## config.mk

```make
export PLATFORM = sky130hd
export DESIGN_NAME = ecfb_flag_bank
export DESIGN_NICKNAME = d
export VERILOG_FILES = /design/src/rtl/ecfb_pkg.sv /design/src/rtl/ecfb_flag_bank.sv
export SDC_FILE = /design/constraint.sdc
export NUM_CORES = 1
export LEC_CHECK = 0
export BUFFER_PORTS_ARGS = -buffer_cell sky130_fd_sc_hd__buf_4
export CORE_ASPECT_RATIO = 0.8
export CORE_MARGIN = 2
export CORE_UTILIZATION = 37
export CTS_CLUSTER_SIZE = 25
export DETAILED_ROUTE_END_ITERATION = 8
export PLACE_DENSITY = 0.85
export SYNTH_ARGS = -nofsm -noshare
export SYNTH_HDL_FRONTEND = slang
export SYNTH_SLANG_ARGS = --single-unit
```

## constraint.sdc

```tcl
create_clock -name clk -period 2 [get_ports clk]
set_clock_uncertainty 0.1 [all_clocks]
set_input_delay 0.2 -clock clk [delete_from_list [all_inputs] [get_ports clk]]
set_output_delay 0.2 -clock clk [all_outputs]
set_load 0.03 [all_outputs]
```

## src/rtl/ecfb_pkg.sv

```systemverilog
// package: constants and types for the exception cause flag bank
package ecfb_pkg;

    // register map
    localparam logic [7:0]  ECFB_FLAGS_OFS   = 8'h00;
    localparam logic [31:0] ECFB_FLAGS_RST   = 32'h0000_0000;

    // flag bit positions
    localparam int          ECFB_BIT_ILL     = 20;
    localparam int          ECFB_BIT_DACC    = 19;
    localparam int          ECFB_BIT_IACC    = 18;
    localparam int          ECFB_BIT_DMISS   = 17;
    localparam int          ECFB_BIT_IMISS   = 16;
    localparam int          ECFB_BIT_DBG     = 15;
    localparam int          ECFB_BIT_RSV     = 14;
    localparam int          ECFB_BIT_DBLF    = 13;
    localparam int          ECFB_BIT_BUSF    = 12;

    // bits that hold state, and bits that a software write may clear
    localparam logic [31:0] ECFB_LIVE_MASK   = 32'h001f_b000;
    localparam logic [31:0] ECFB_SWCLR_MASK  = 32'h001f_3000;

    // reset synchroniser depth
    localparam int          ECFB_RST_STAGES  = 2;

    // origin of a bus error reported by the bus interface
    typedef enum logic [1:0] {
        ECFB_BK_FETCH    = 2'b00,
        ECFB_BK_DREAD    = 2'b01,
        ECFB_BK_CTRL_WR  = 2'b10,
        ECFB_BK_OTHER_WR = 2'b11
    } ecfb_bus_kind_t;

    // exception events from the core, one-cycle pulses
    typedef struct packed {
        logic           illegal_fetch;
        logic           data_xlate_access;
        logic           instr_xlate_access;
        logic           data_xlate_miss;
        logic           instr_xlate_miss;
        logic           debugger_irq;
        logic           nonrecov_sync_irq;
        logic           irq_entry_busy;
        logic           bus_error;
        ecfb_bus_kind_t bus_kind;
    } ecfb_evt_t;

endpackage : ecfb_pkg

```

## src/rtl/ecfb_flag_bank.sv

```systemverilog
// module: exception cause flag bank, bits 20 down to 12
//
// Contract
// - an illegal instruction access event sets bit 20.
// - a data translation access event sets bit 19.
// - an instruction translation access event sets bit 18.
// - a data translation miss event sets bit 17.
// - an instruction translation miss event sets bit 16.
// - an interrupt of the debugger-reserved group sets bit 15.
// - software writes leave bit 15 unchanged.
// - bit 15 clears only when the debug facility clears all flags at once.
// - bit 14 is reserved, always reads zero, and software writes only zero.
// - a nonrecoverable synchronous interrupt during interrupt entry sets bit 13.
// - a synchronous bus error during a bus access sets bit 12.
// - only bus errors that would stall the processor count as synchronous.
// - fetch, data read and control space write errors are synchronous.
//
// Local design decisions: the plain strobed port and the placing of the registers.
`timescale 1ns/10ps
`default_nettype none

module ecfb_flag_bank
    import ecfb_pkg::*;
#(
    parameter int ADDR_W = 8
) (
    // clock and reset
    input  wire logic              clk,
    input  wire logic              rst_n,
    // events from the core
    input  wire ecfb_evt_t         evt,
    input  wire logic              dbg_clear_all,
    // register port
    input  wire logic [ADDR_W-1:0] addr,
    input  wire logic [31:0]       wdata,
    input  wire logic              wr,
    input  wire logic              rd,
    output logic      [31:0]       rdata,
    // flag state
    output logic      [31:0]       flags,
    output logic                   sync_bus_fault
);

    logic [ECFB_RST_STAGES-1:0] rst_pipe;
    logic                       rst_ok;
    logic [31:0]                flag;
    logic [31:0]                next_flag;
    logic [31:0]                set_vec;
    logic [31:0]                keep_vec;
    logic [31:0]                wr_keep;
    logic [31:0]                dbg_keep;
    logic [31:0]                next_rdata;
    logic                       wr_hit;
    logic                       rd_hit;
    logic                       bus_sync;
    logic                       dbl_fault;

    // reset release through two flops
    always_ff @(posedge clk or negedge rst_n) begin
        if (!rst_n) begin
            rst_pipe <= '0;
        end else begin
            rst_pipe <= {rst_pipe[ECFB_RST_STAGES-2:0], 1'b1};
        end
    end

    assign rst_ok = rst_pipe[ECFB_RST_STAGES-1];

    // register decode
    assign wr_hit = wr && (addr == ADDR_W'(ECFB_FLAGS_OFS));
    assign rd_hit = rd && (addr == ADDR_W'(ECFB_FLAGS_OFS));

    // bus errors that stall the core; other writes are posted and ignored
    assign bus_sync = evt.bus_error &&
                      ((evt.bus_kind == ECFB_BK_FETCH) ||
                       (evt.bus_kind == ECFB_BK_DREAD) ||
                       (evt.bus_kind == ECFB_BK_CTRL_WR));

    assign dbl_fault = evt.nonrecov_sync_irq && evt.irq_entry_busy;

    // event set vector
    always_comb begin
        set_vec                 = '0;
        set_vec[ECFB_BIT_ILL]   = evt.illegal_fetch;
        set_vec[ECFB_BIT_DACC]  = evt.data_xlate_access;
        set_vec[ECFB_BIT_IACC]  = evt.instr_xlate_access;
        set_vec[ECFB_BIT_DMISS] = evt.data_xlate_miss;
        set_vec[ECFB_BIT_IMISS] = evt.instr_xlate_miss;
        set_vec[ECFB_BIT_DBG]   = evt.debugger_irq;
        set_vec[ECFB_BIT_DBLF]  = dbl_fault;
        set_vec[ECFB_BIT_BUSF]  = bus_sync;
    end

    // a write of zero clears a bit; the debugger flag is outside the write mask
    assign wr_keep   = wr_hit ? (wdata | ~ECFB_SWCLR_MASK) : '1;
    assign dbg_keep  = dbg_clear_all ? '0 : '1;
    assign keep_vec  = wr_keep & dbg_keep;

    // set wins over any clear in the same cycle; reserved bit forced low
    assign next_flag = ((flag & keep_vec) | set_vec) & ECFB_LIVE_MASK;

    // read data stands only in the cycle after the read strobe
    assign next_rdata = rd_hit ? (flag & ECFB_LIVE_MASK) : '0;

    always_ff @(posedge clk or negedge rst_n) begin
        if (!rst_n) begin
            flag <= ECFB_FLAGS_RST;
        end else if (!rst_ok) begin
            flag <= ECFB_FLAGS_RST;
        end else begin
            flag <= next_flag;
        end
    end

    always_ff @(posedge clk or negedge rst_n) begin
        if (!rst_n) begin
            rdata          <= '0;
            sync_bus_fault <= 1'b0;
        end else begin
            rdata          <= rst_ok ? next_rdata : '0;
            sync_bus_fault <= rst_ok && bus_sync;
        end
    end

    assign flags = flag;

    logic rst_ok_d;

    always_ff @(posedge clk or negedge rst_n) begin
        if (!rst_n) begin
            rst_ok_d <= 1'b0;
        end else begin
            rst_ok_d <= rst_ok;
        end
    end
endmodule : ecfb_flag_bank

`default_nettype wire

```

==> flow_metrics.tcl, run 1 <==
set metrics [dict create \
    outcome "finished clean" \
    power_mw 0.9057 \
    post-dp-hpwl_um 1643 \
    finalHoldViolations 0 \
    tritoncts "built" \
    worst_setup_path_start_kind "primary input" \
    htreeDepth 1 \
    finalNetCount 222 \
    synth_edf_count 0 \
    synth_cell_type_count 18 \
    placementRows 17 \
    cts_root_buf "clkbuf_8" \
    synth.most_common_cell "buf_4" \
    drive_above_1_share_pct 32.73 \
    grt_pass1_vias 672 \
    synthArstFlopShare_pct 100.0 \
    synth-seq-cells 19 \
    globalRouteMet1Util_pct 12.45 \
    grtUsageTotal_pct 11.75 \
    final_util_pct 49.27 \
    met2_usage_pct 22.39 \
    synthCells 115 \
    die_h_um 53.35 \
    gp_routability_congestion 0.7064 \
    num_vias 789 \
    yosysWarningCount 0 \
    hp-class "in -> reg" \
    drt-total-wl_um 2046 \
    worstSetupPathType "in -> reg" \
    drc_errors 0 \
    firstDrtPassIters 4 \
    drv_slew 0 \
    synth_top_area_cell "dfrtp_1" \
    post_drt_wl_per_cell_um 10.08 \
    endpoint_kind "flip-flop" \
    layout_min_cycle_time_ps 1289 \
    grt_overflow 0 \
    antenna_left 0 \
    synthFlopType "dfrtp_1" \
    io_pins 121 \
    cp_max_fo 8 \
    synth_area_um2 1126 \
    leakage_nw 0.7712 \
    clock-sinks 19 \
    cp_data_required_time_ps 2080 \
    fmax_mhz 775.9 \
    dieWidth_um 65.68 \
    period_share_pct 64.44 \
    rsz0062_at_grt "false" \
    fill_cells 256 \
    syn_to_final_growth_pct 23.78 \
    via_per_inst 3.887 \
    drt-initial-drc-count 55 \
    grt_max_degree 20 \
    top_usage_layer "met2" \
    antenna_found_initial 0 \
    avgSynthCellArea_um2 9.792 \
    powerDensity_nw_per_um2 649.8 \
    cts_made_buffers 3 \
    rrSetupSlack_ps 770 \
    ys_seq_area_share_pct 42.22 \
    post_cts_resized 0 \
    grt_pass1_wl_um 3029 \
    cap_violations 0 \
    critPathArrivalTime_ps 1370 \
    met3_usage_pct 2.553 \
    ys_top_cells_by_area "dfrtp_1, buf_4, and2_1, nor2b_1, a31oi_1" \
    port_buffers 47 \
    start_util_pct 39.81 \
    clock_path_buffers 2 \
    clk_latency_ps 240 \
    multi_input_area_um2 462.9 \
    seqCellArea_um2 475.5 \
    clk_pin_slew_worst_paths_ps 70 \
    die_area_um2 3504 \
    pre_cts_ws_ps 443.3 \
    setup_viol 0 \
    tns_ps 0 \
    fin_ws_ps 711.1 \
    yosysTopAreaCellShare_pct 42.22 \
    max-vdd-ir-drop_v 0.0002296 \
    synth_commonest_cells "buf_4, dfrtp_1, and2_1" \
    num_antenna_cells 0 \
    core-area_um2 2829 \
]
path summary, 6_finish.rpt:
kind                                       end  depth (start not counted)         from
worst max-delay path                 rdata[13]                          4      addr[7]
worst min-delay path            sync_bus_fault                          2       evt[1]
worst max register to register       rdata[13]                          3  rst_pipe[1]
worst min register to register     rst_pipe[1]                          0  rst_pipe[0]
max in group asynchronous            flags[13]                          2        rst_n
min in group asynchronous            rdata[18]                          2        rst_n
cell families (layout without fill, tap and decap cells):
group                  after synthesis  count (layout)  synth area share (%)
other                                2              49                0.6669
and+or+nand+nor                     30              30                 17.00
DFF                                 19              19                 42.22
buffers and inverters               49              52                 32.33
AOI/OAI and AO/OA                   15              15                 7.778
stage by stage:
stage,cell area (um2),hold WS [ps],cells
global route,1394,47.04,203
finish,1394,29.74,203
CTS,1394,26.32,203
detailed placement,1339,-15.20,198
global placement,1339,-19.01,198
floorplan,1303,-195.6,162
worst max-delay path: stages:
cell    delay (ps)
buf_4          110
or4_4          570
nor3_4         320
and2_1         180
power by group:
group | total (mW) | internal, mW | leakage [nW] | switching [mW]
sequential | 0.407 | 0.397 | 0.251 | 0.00986
clock | 0.254 | 0.141 | 0.0228 | 0.113
combinational | 0.244 | 0.0660 | 0.498 | 0.178
total | 0.906 | 0.604 | 0.771 | 0.301
state kept, by name, summed over array words and instances, names as in the netlist:
register,cells
rdata,8
flags,8
rst_pipe,2
sync_bus_fault,1
cell type report:
type	count	share of cell area, %
Clock buffer	4	3.232
Multi-Input combinational cell	94	33.21
Sequential cell	19	34.11
Timing Repair Buffer	48	26.03
Tap cell	38	3.411
per-layer routing:
metal | vias to the layer above | share of wire [%]
met5 | - | 0
met4 | 0 | 1.2
met3 | 2 | 12
met2 | 51 | 52
met1 | 361 | 35
li1 | 375 | -
repair_timing:
item / CTS / global route
setup buffers: 0 / 0
hold buffers: 1 / 0
endpoints found under the hold margin: 19 / 0
layout by cell type (no fill, tap or decap), drive strengths merged:
cell type	synthesis	routed
conb	2	49
buf	48	47
dfrtp	19	19
and2	9	9
nor2b	7	7
nor2	7	7
o21ai	6	6
a31oi	6	6
clkbuf	1	4
or4	2	2
nand2	2	2
o21a	1	1
nand3b	1	1
nor4b	1	1
a21oi	1	1
o21bai	1	1
nor3	1	1
dlygate4sd3	0	1
Power figures use the tool's default switching activity.
==> inputs of run 2 (changes only) <==
Settings changed: CORE_UTILIZATION 37 to 31, PLACE_DENSITY 0.85 to 0.76.
Clock period 2 ns to 1.1 ns, I/O delays scaled along.
==> flow_metrics.tcl, run 2 (synthesized netlist as in run 1, its figures left out) <==
set metrics [dict create \
    grt_overflow 0 \
    htreeDepth 1 \
    outcome "complete, but fails checks" \
    clock_path_buffers 2 \
    tritoncts "built" \
    stdcell_area_um2 1528 \
    endpoint_kind "flip-flop" \
    post_drt_wl_per_cell_um 11.14 \
    via_per_inst 3.880 \
    drt-total-wl_um 2407 \
    drv_slew 0 \
    core-area_um2 3447 \
    antenna_found_initial 0 \
    fmax_mhz 865.5 \
    final_common_cell "conb_1" \
    cp_data_required_time_ps 1190 \
    io_pins 121 \
    rsz0062_at_grt "true" \
    placed_cell_area_um2 1358 \
    grtUsageTotal_pct 11.77 \
    cap_violations 0 \
    post-place-cells 203 \
    num_vias 838 \
    drt-initial-drc-count 37 \
    die_area_um2 4134 \
    syn_to_final_growth_pct 35.67 \
    period_share_pct 105.0 \
    hp-class "in -> reg" \
    post-dp-hpwl_um 1838 \
    antenna_left 0 \
    placementRows 19 \
    dieWidth_um 71.39 \
    worstSetupPathType "in -> reg" \
    layout_common_cells "conb_1, buf_4, dfrtp_1, and2_1, nor2b_1" \
    violations "setup timing" \
    die_h_um 57.91 \
    setup_viol 9 \
    fin_ws_ps -55.37 \
    final_util_pct 44.32 \
    gp_routability_congestion 0.7330 \
    grt_pass1_wl_um 3726 \
    drive_above_1_share_pct 35.63 \
    layout_min_cycle_time_ps 1155 \
    start_util_pct 32.67 \
    cts_root_buf "clkbuf_8" \
    clock-sinks 19 \
    firstDrtPassIters 4 \
    grt_max_degree 20 \
    critPathArrivalTime_ps 1250 \
    final_cells 216 \
    max-vdd-ir-drop_v 0.0004483 \
    leakage_nw 0.8301 \
    num_antenna_cells 0 \
    grt_pass1_vias 786 \
    drc_errors 0 \
    port_buffers 47 \
    finalHoldViolations 0 \
    powerDensity_nw_per_um2 1118 \
    clk_pin_slew_worst_paths_ps 70 \
    worst_setup_path_start_kind "primary input" \
    cts_made_buffers 3 \
    finalNetCount 231 \
    clk_latency_ps 250 \
    cp_max_fo 8 \
]
==> run 2: cell count changes in the layout (fill, tap and decap cells not counted), sizes merged <==
| cell | change |
|---|---|
| clkinv | +1 |
| clkbuf | -1 |
| dlygate4sd3 | +5 |
| buf | +4 |
==> run 2: final timing paths <==
check / start / to / slack [ps] / cells past startpoint
setup / recovery: addr[4] / rdata[18] / -60 / 5
hold / removal: wdata[12] / flags[12] / 20 / 3
setup reg to reg: rst_pipe[1] / rdata[18] / 30 / 4
hold reg to reg: rst_pipe[0] / rst_pipe[1] / 250 / 0
max in group asynchronous: rst_n / rst_pipe[1] / 510 / 2
min in group asynchronous: rst_n / rdata[18] / 170 / 2
==> run 2: stage by stage <==
stage	hold WS, ps	worst slack, ps	power [mW]	setup TNS, ps
6_report	18.02	-55.37	1.707	-401.9
5_1_grt	61.14	-92.42	1.793	-760.4
4_1_cts	16.17	-66.72	1.717	-614.9
3_5_place_dp	-101.3	-399.3	1.200	-5353
3_3_place_gp	-107.9	-372.5	1.197	-5044
2_1_floorplan	-285.6	-125.5	1.179	-1765
==> run 2: final cells by class <==
cell class	instances	area (um2)
fill	353	1919
multi-input combinational	94	486.7
sequential	19	476.7
timing repair buffer	57	465.4
tap	42	52.55
clock buffer	3	41.29
clock inverter	1	5.005
==> run 2: report_power, final <==
part           total [mW]  internal, mW  switching (mW)
registers           0.738         0.723          0.0154
logic               0.484         0.145           0.339
clock network       0.486         0.252           0.234
total                1.71          1.12           0.588
==> run 2: metal layers <==
layer	up-vias	share of wire, %	global-route usage [%]
met1	387	40	14.60
met4	0	0.33	4.852
met3	2	13	3.826
met2	57	46	19.05
met5	-	0	0
li1	392	-	-
==> run 2: critical path: stages <==
cell,delay [ps]
buf_6,90
or4_4,580
nor3_4,200
buf_6,140
and2_1,130
==> run 2: what timing repair did <==
item                       in CTS  in global routing
resized for setup               5                  7
hold buffers                    6                  0
setup buffers                   3                  0
setup endpoints to repair      15                 15
hold endpoints to repair       27                  0
pin swaps                       7                  3
==> inputs of run 3 (changes only) <==
Settings changed: BUFFER_PORTS_ARGS -buffer_cell sky130_fd_sc_hd__buf_4 to unset, CORE_UTILIZATION 31 to 55, DONT_BUFFER_PORTS set to 1, PLACE_DENSITY 0.76 to 0.73.
==> flow_metrics.tcl, run 3 (synthesized netlist as in run 1, its figures left out) <==
set metrics [dict create \
    post-dp-hpwl_um 1476 \
    cts_made_buffers 3 \
    cts_root_buf "clkbuf_4" \
    layout_min_cycle_time_ps 1085 \
    max_stage_delay_ps 430 \
    crit_buf_inv 1 \
    hold_buffers 19 \
    post_cts_buffers 0 \
    finalNetCount 205 \
    path_delay_family "flip-flops" \
    grtUsageTotal_pct 18.25 \
    worstSetupPathType "reg -> out" \
    grt_max_degree 20 \
    violations "hold timing" \
    num_antenna_cells 0 \
    intPower_mw 0.9683 \
    die_area_um2 2428 \
    crit_chain "buf_6" \
    drt-total-wl_um 2166 \
    p_sw_share_pct 36.82 \
    fmax_mhz 921.4 \
    grt_overflow 0 \
    layout_common_cells "conb_1, dfrtp_1, dlygate4sd3_1, and2_1, nor2b_1" \
    powerDensity_nw_per_um2 1164 \
    tritoncts "built" \
    core-area_um2 1909 \
    cp_slowest_cell "dfrtp_1" \
    pwr-share-clk_pct 23.2 \
    max-vdd-ir-drop_v 0.0008262 \
    grt_pass1_vias 685 \
    antenna_found_initial 0 \
    worst_setup_path_start_kind "flip-flop" \
    stdcell_area_um2 1316 \
    gp_routability_congestion 0.6914 \
    placed_cell_area_um2 1065 \
    rsz0062_at_grt "true" \
    tightest_slew_ps 825.8 \
    outcome "complete, but fails checks" \
    post_drt_wl_per_cell_um 12.59 \
    placementRows 14 \
    hold_slack_ps -138.9 \
    start_util_pct 58.98 \
    p_seq_share_pct 48.4 \
    fin_ws_ps 14.70 \
    dieWidth_um 54.59 \
    drv_slew 0 \
    port_buffers 0 \
    endpoint_kind "output pin" \
    clk_latency_ps 300 \
    num_vias 767 \
    critPathArrivalTime_ps 880 \
    leakage_nw 0.6889 \
    grt_pass1_wl_um 3098 \
    relSlewSlack_pct 44.95 \
    p_comb_share_pct 28.4 \
    pre_cts_ws_ps -234.2 \
    clock_path_buffers 2 \
    htreeDepth 1 \
    period_share_pct 98.66 \
    hp-class "in -> async" \
    cp_max_fo 2 \
    firstDrtPassIters 4 \
    finalHoldViolations 19 \
    antenna_left 0 \
    cap_violations 0 \
    drc_errors 0 \
    die_h_um 44.47 \
    cp_data_required_time_ps 890 \
    io_pins 121 \
    power_switching_mw 0.5643 \
    setup_viol 0 \
    final_common_cell "conb_1" \
    syn_to_final_growth_pct 16.89 \
    clk_pin_slew_worst_paths_ps 120 \
    drive_above_1_share_pct 14.86 \
    drt-initial-drc-count 4 \
    clock-sinks 19 \
    via_per_inst 4.459 \
]
[run 3: changes by cell type in the layout (fill, tap and decap cells not counted), moves of 2 or more]
cell            before  now
clkbuf_8             3    0
clkbuf_4             0    3
buf_4               45    6
dlymetal6s4s_1       0    2
dlygate4sd3_1        6   17
o21ai_0              4    6
[run 3: final cells by class]
cell class	instances	area, um2
clock buffer	3	22.52
clock inverter	1	7.507
fill	138	593.1
multi-input combinational	94	473.0
sequential	19	475.5
tap	24	30.03
timing repair buffer	31	307.8
[run 3: path summary, 6_finish.rpt]
path	from	slack [ps]	end	depth (start not counted)
setup reg to reg	rst_pipe[1]	60	flags[12]	4
max in group asynchronous	rst_n	510	flags[18]	1
hold reg to reg	rst_pipe[0]	280	rst_pipe[1]	0
hold / removal	rst_n	-140	rdata[16]	1
min in group clk	evt[3]	30	flags[13]	3
setup / recovery	flags[16]	10	flags[16]	1
[run 3: metrics by stage]
stage	power [mW]	setup TNS [ps]	cells	util (%)	hold WS (ps)
after floorplan	1.179	-1765	162	-	-285.6
after global placement	1.088	-2859	149	55.77	-285.3
after detailed placement	1.092	-3034	149	55.77	-285.3
after CTS	1.518	0	172	67.30	29.61
after global routing	1.618	-157.1	172	68.94	-89.98
final	1.533	0	172	68.94	-138.9
[run 3: repair_timing]
action,in CTS,in global routing
endpoints found under the hold margin,28,19
endpoints found under the setup margin,0,19
resized for setup,0,9
[run 3: power by group through the flow]
stage | clock (mW) | sequential (mW) | combinational (mW)
after floorplan | 0 | 0.789 | 0.391
after global placement | 0 | 0.752 | 0.337
after detailed placement | 0 | 0.752 | 0.340
after CTS | 0.361 | 0.739 | 0.417
after global routing | 0.409 | 0.745 | 0.464
final | 0.356 | 0.742 | 0.435
[run 3: layer usage]
| layer | GRT usage (%) | routed length (um) | up-vias |
|---|---|---|---|
| met4 | 10.50 | 74 | 0 |
| met2 | 32.14 | 1117 | 70 |
| met1 | 19.96 | 720 | 345 |
| met3 | 3.716 | 254 | 8 |
| met5 | 0 | 0 | - |
| li1 | - | - | 344 |
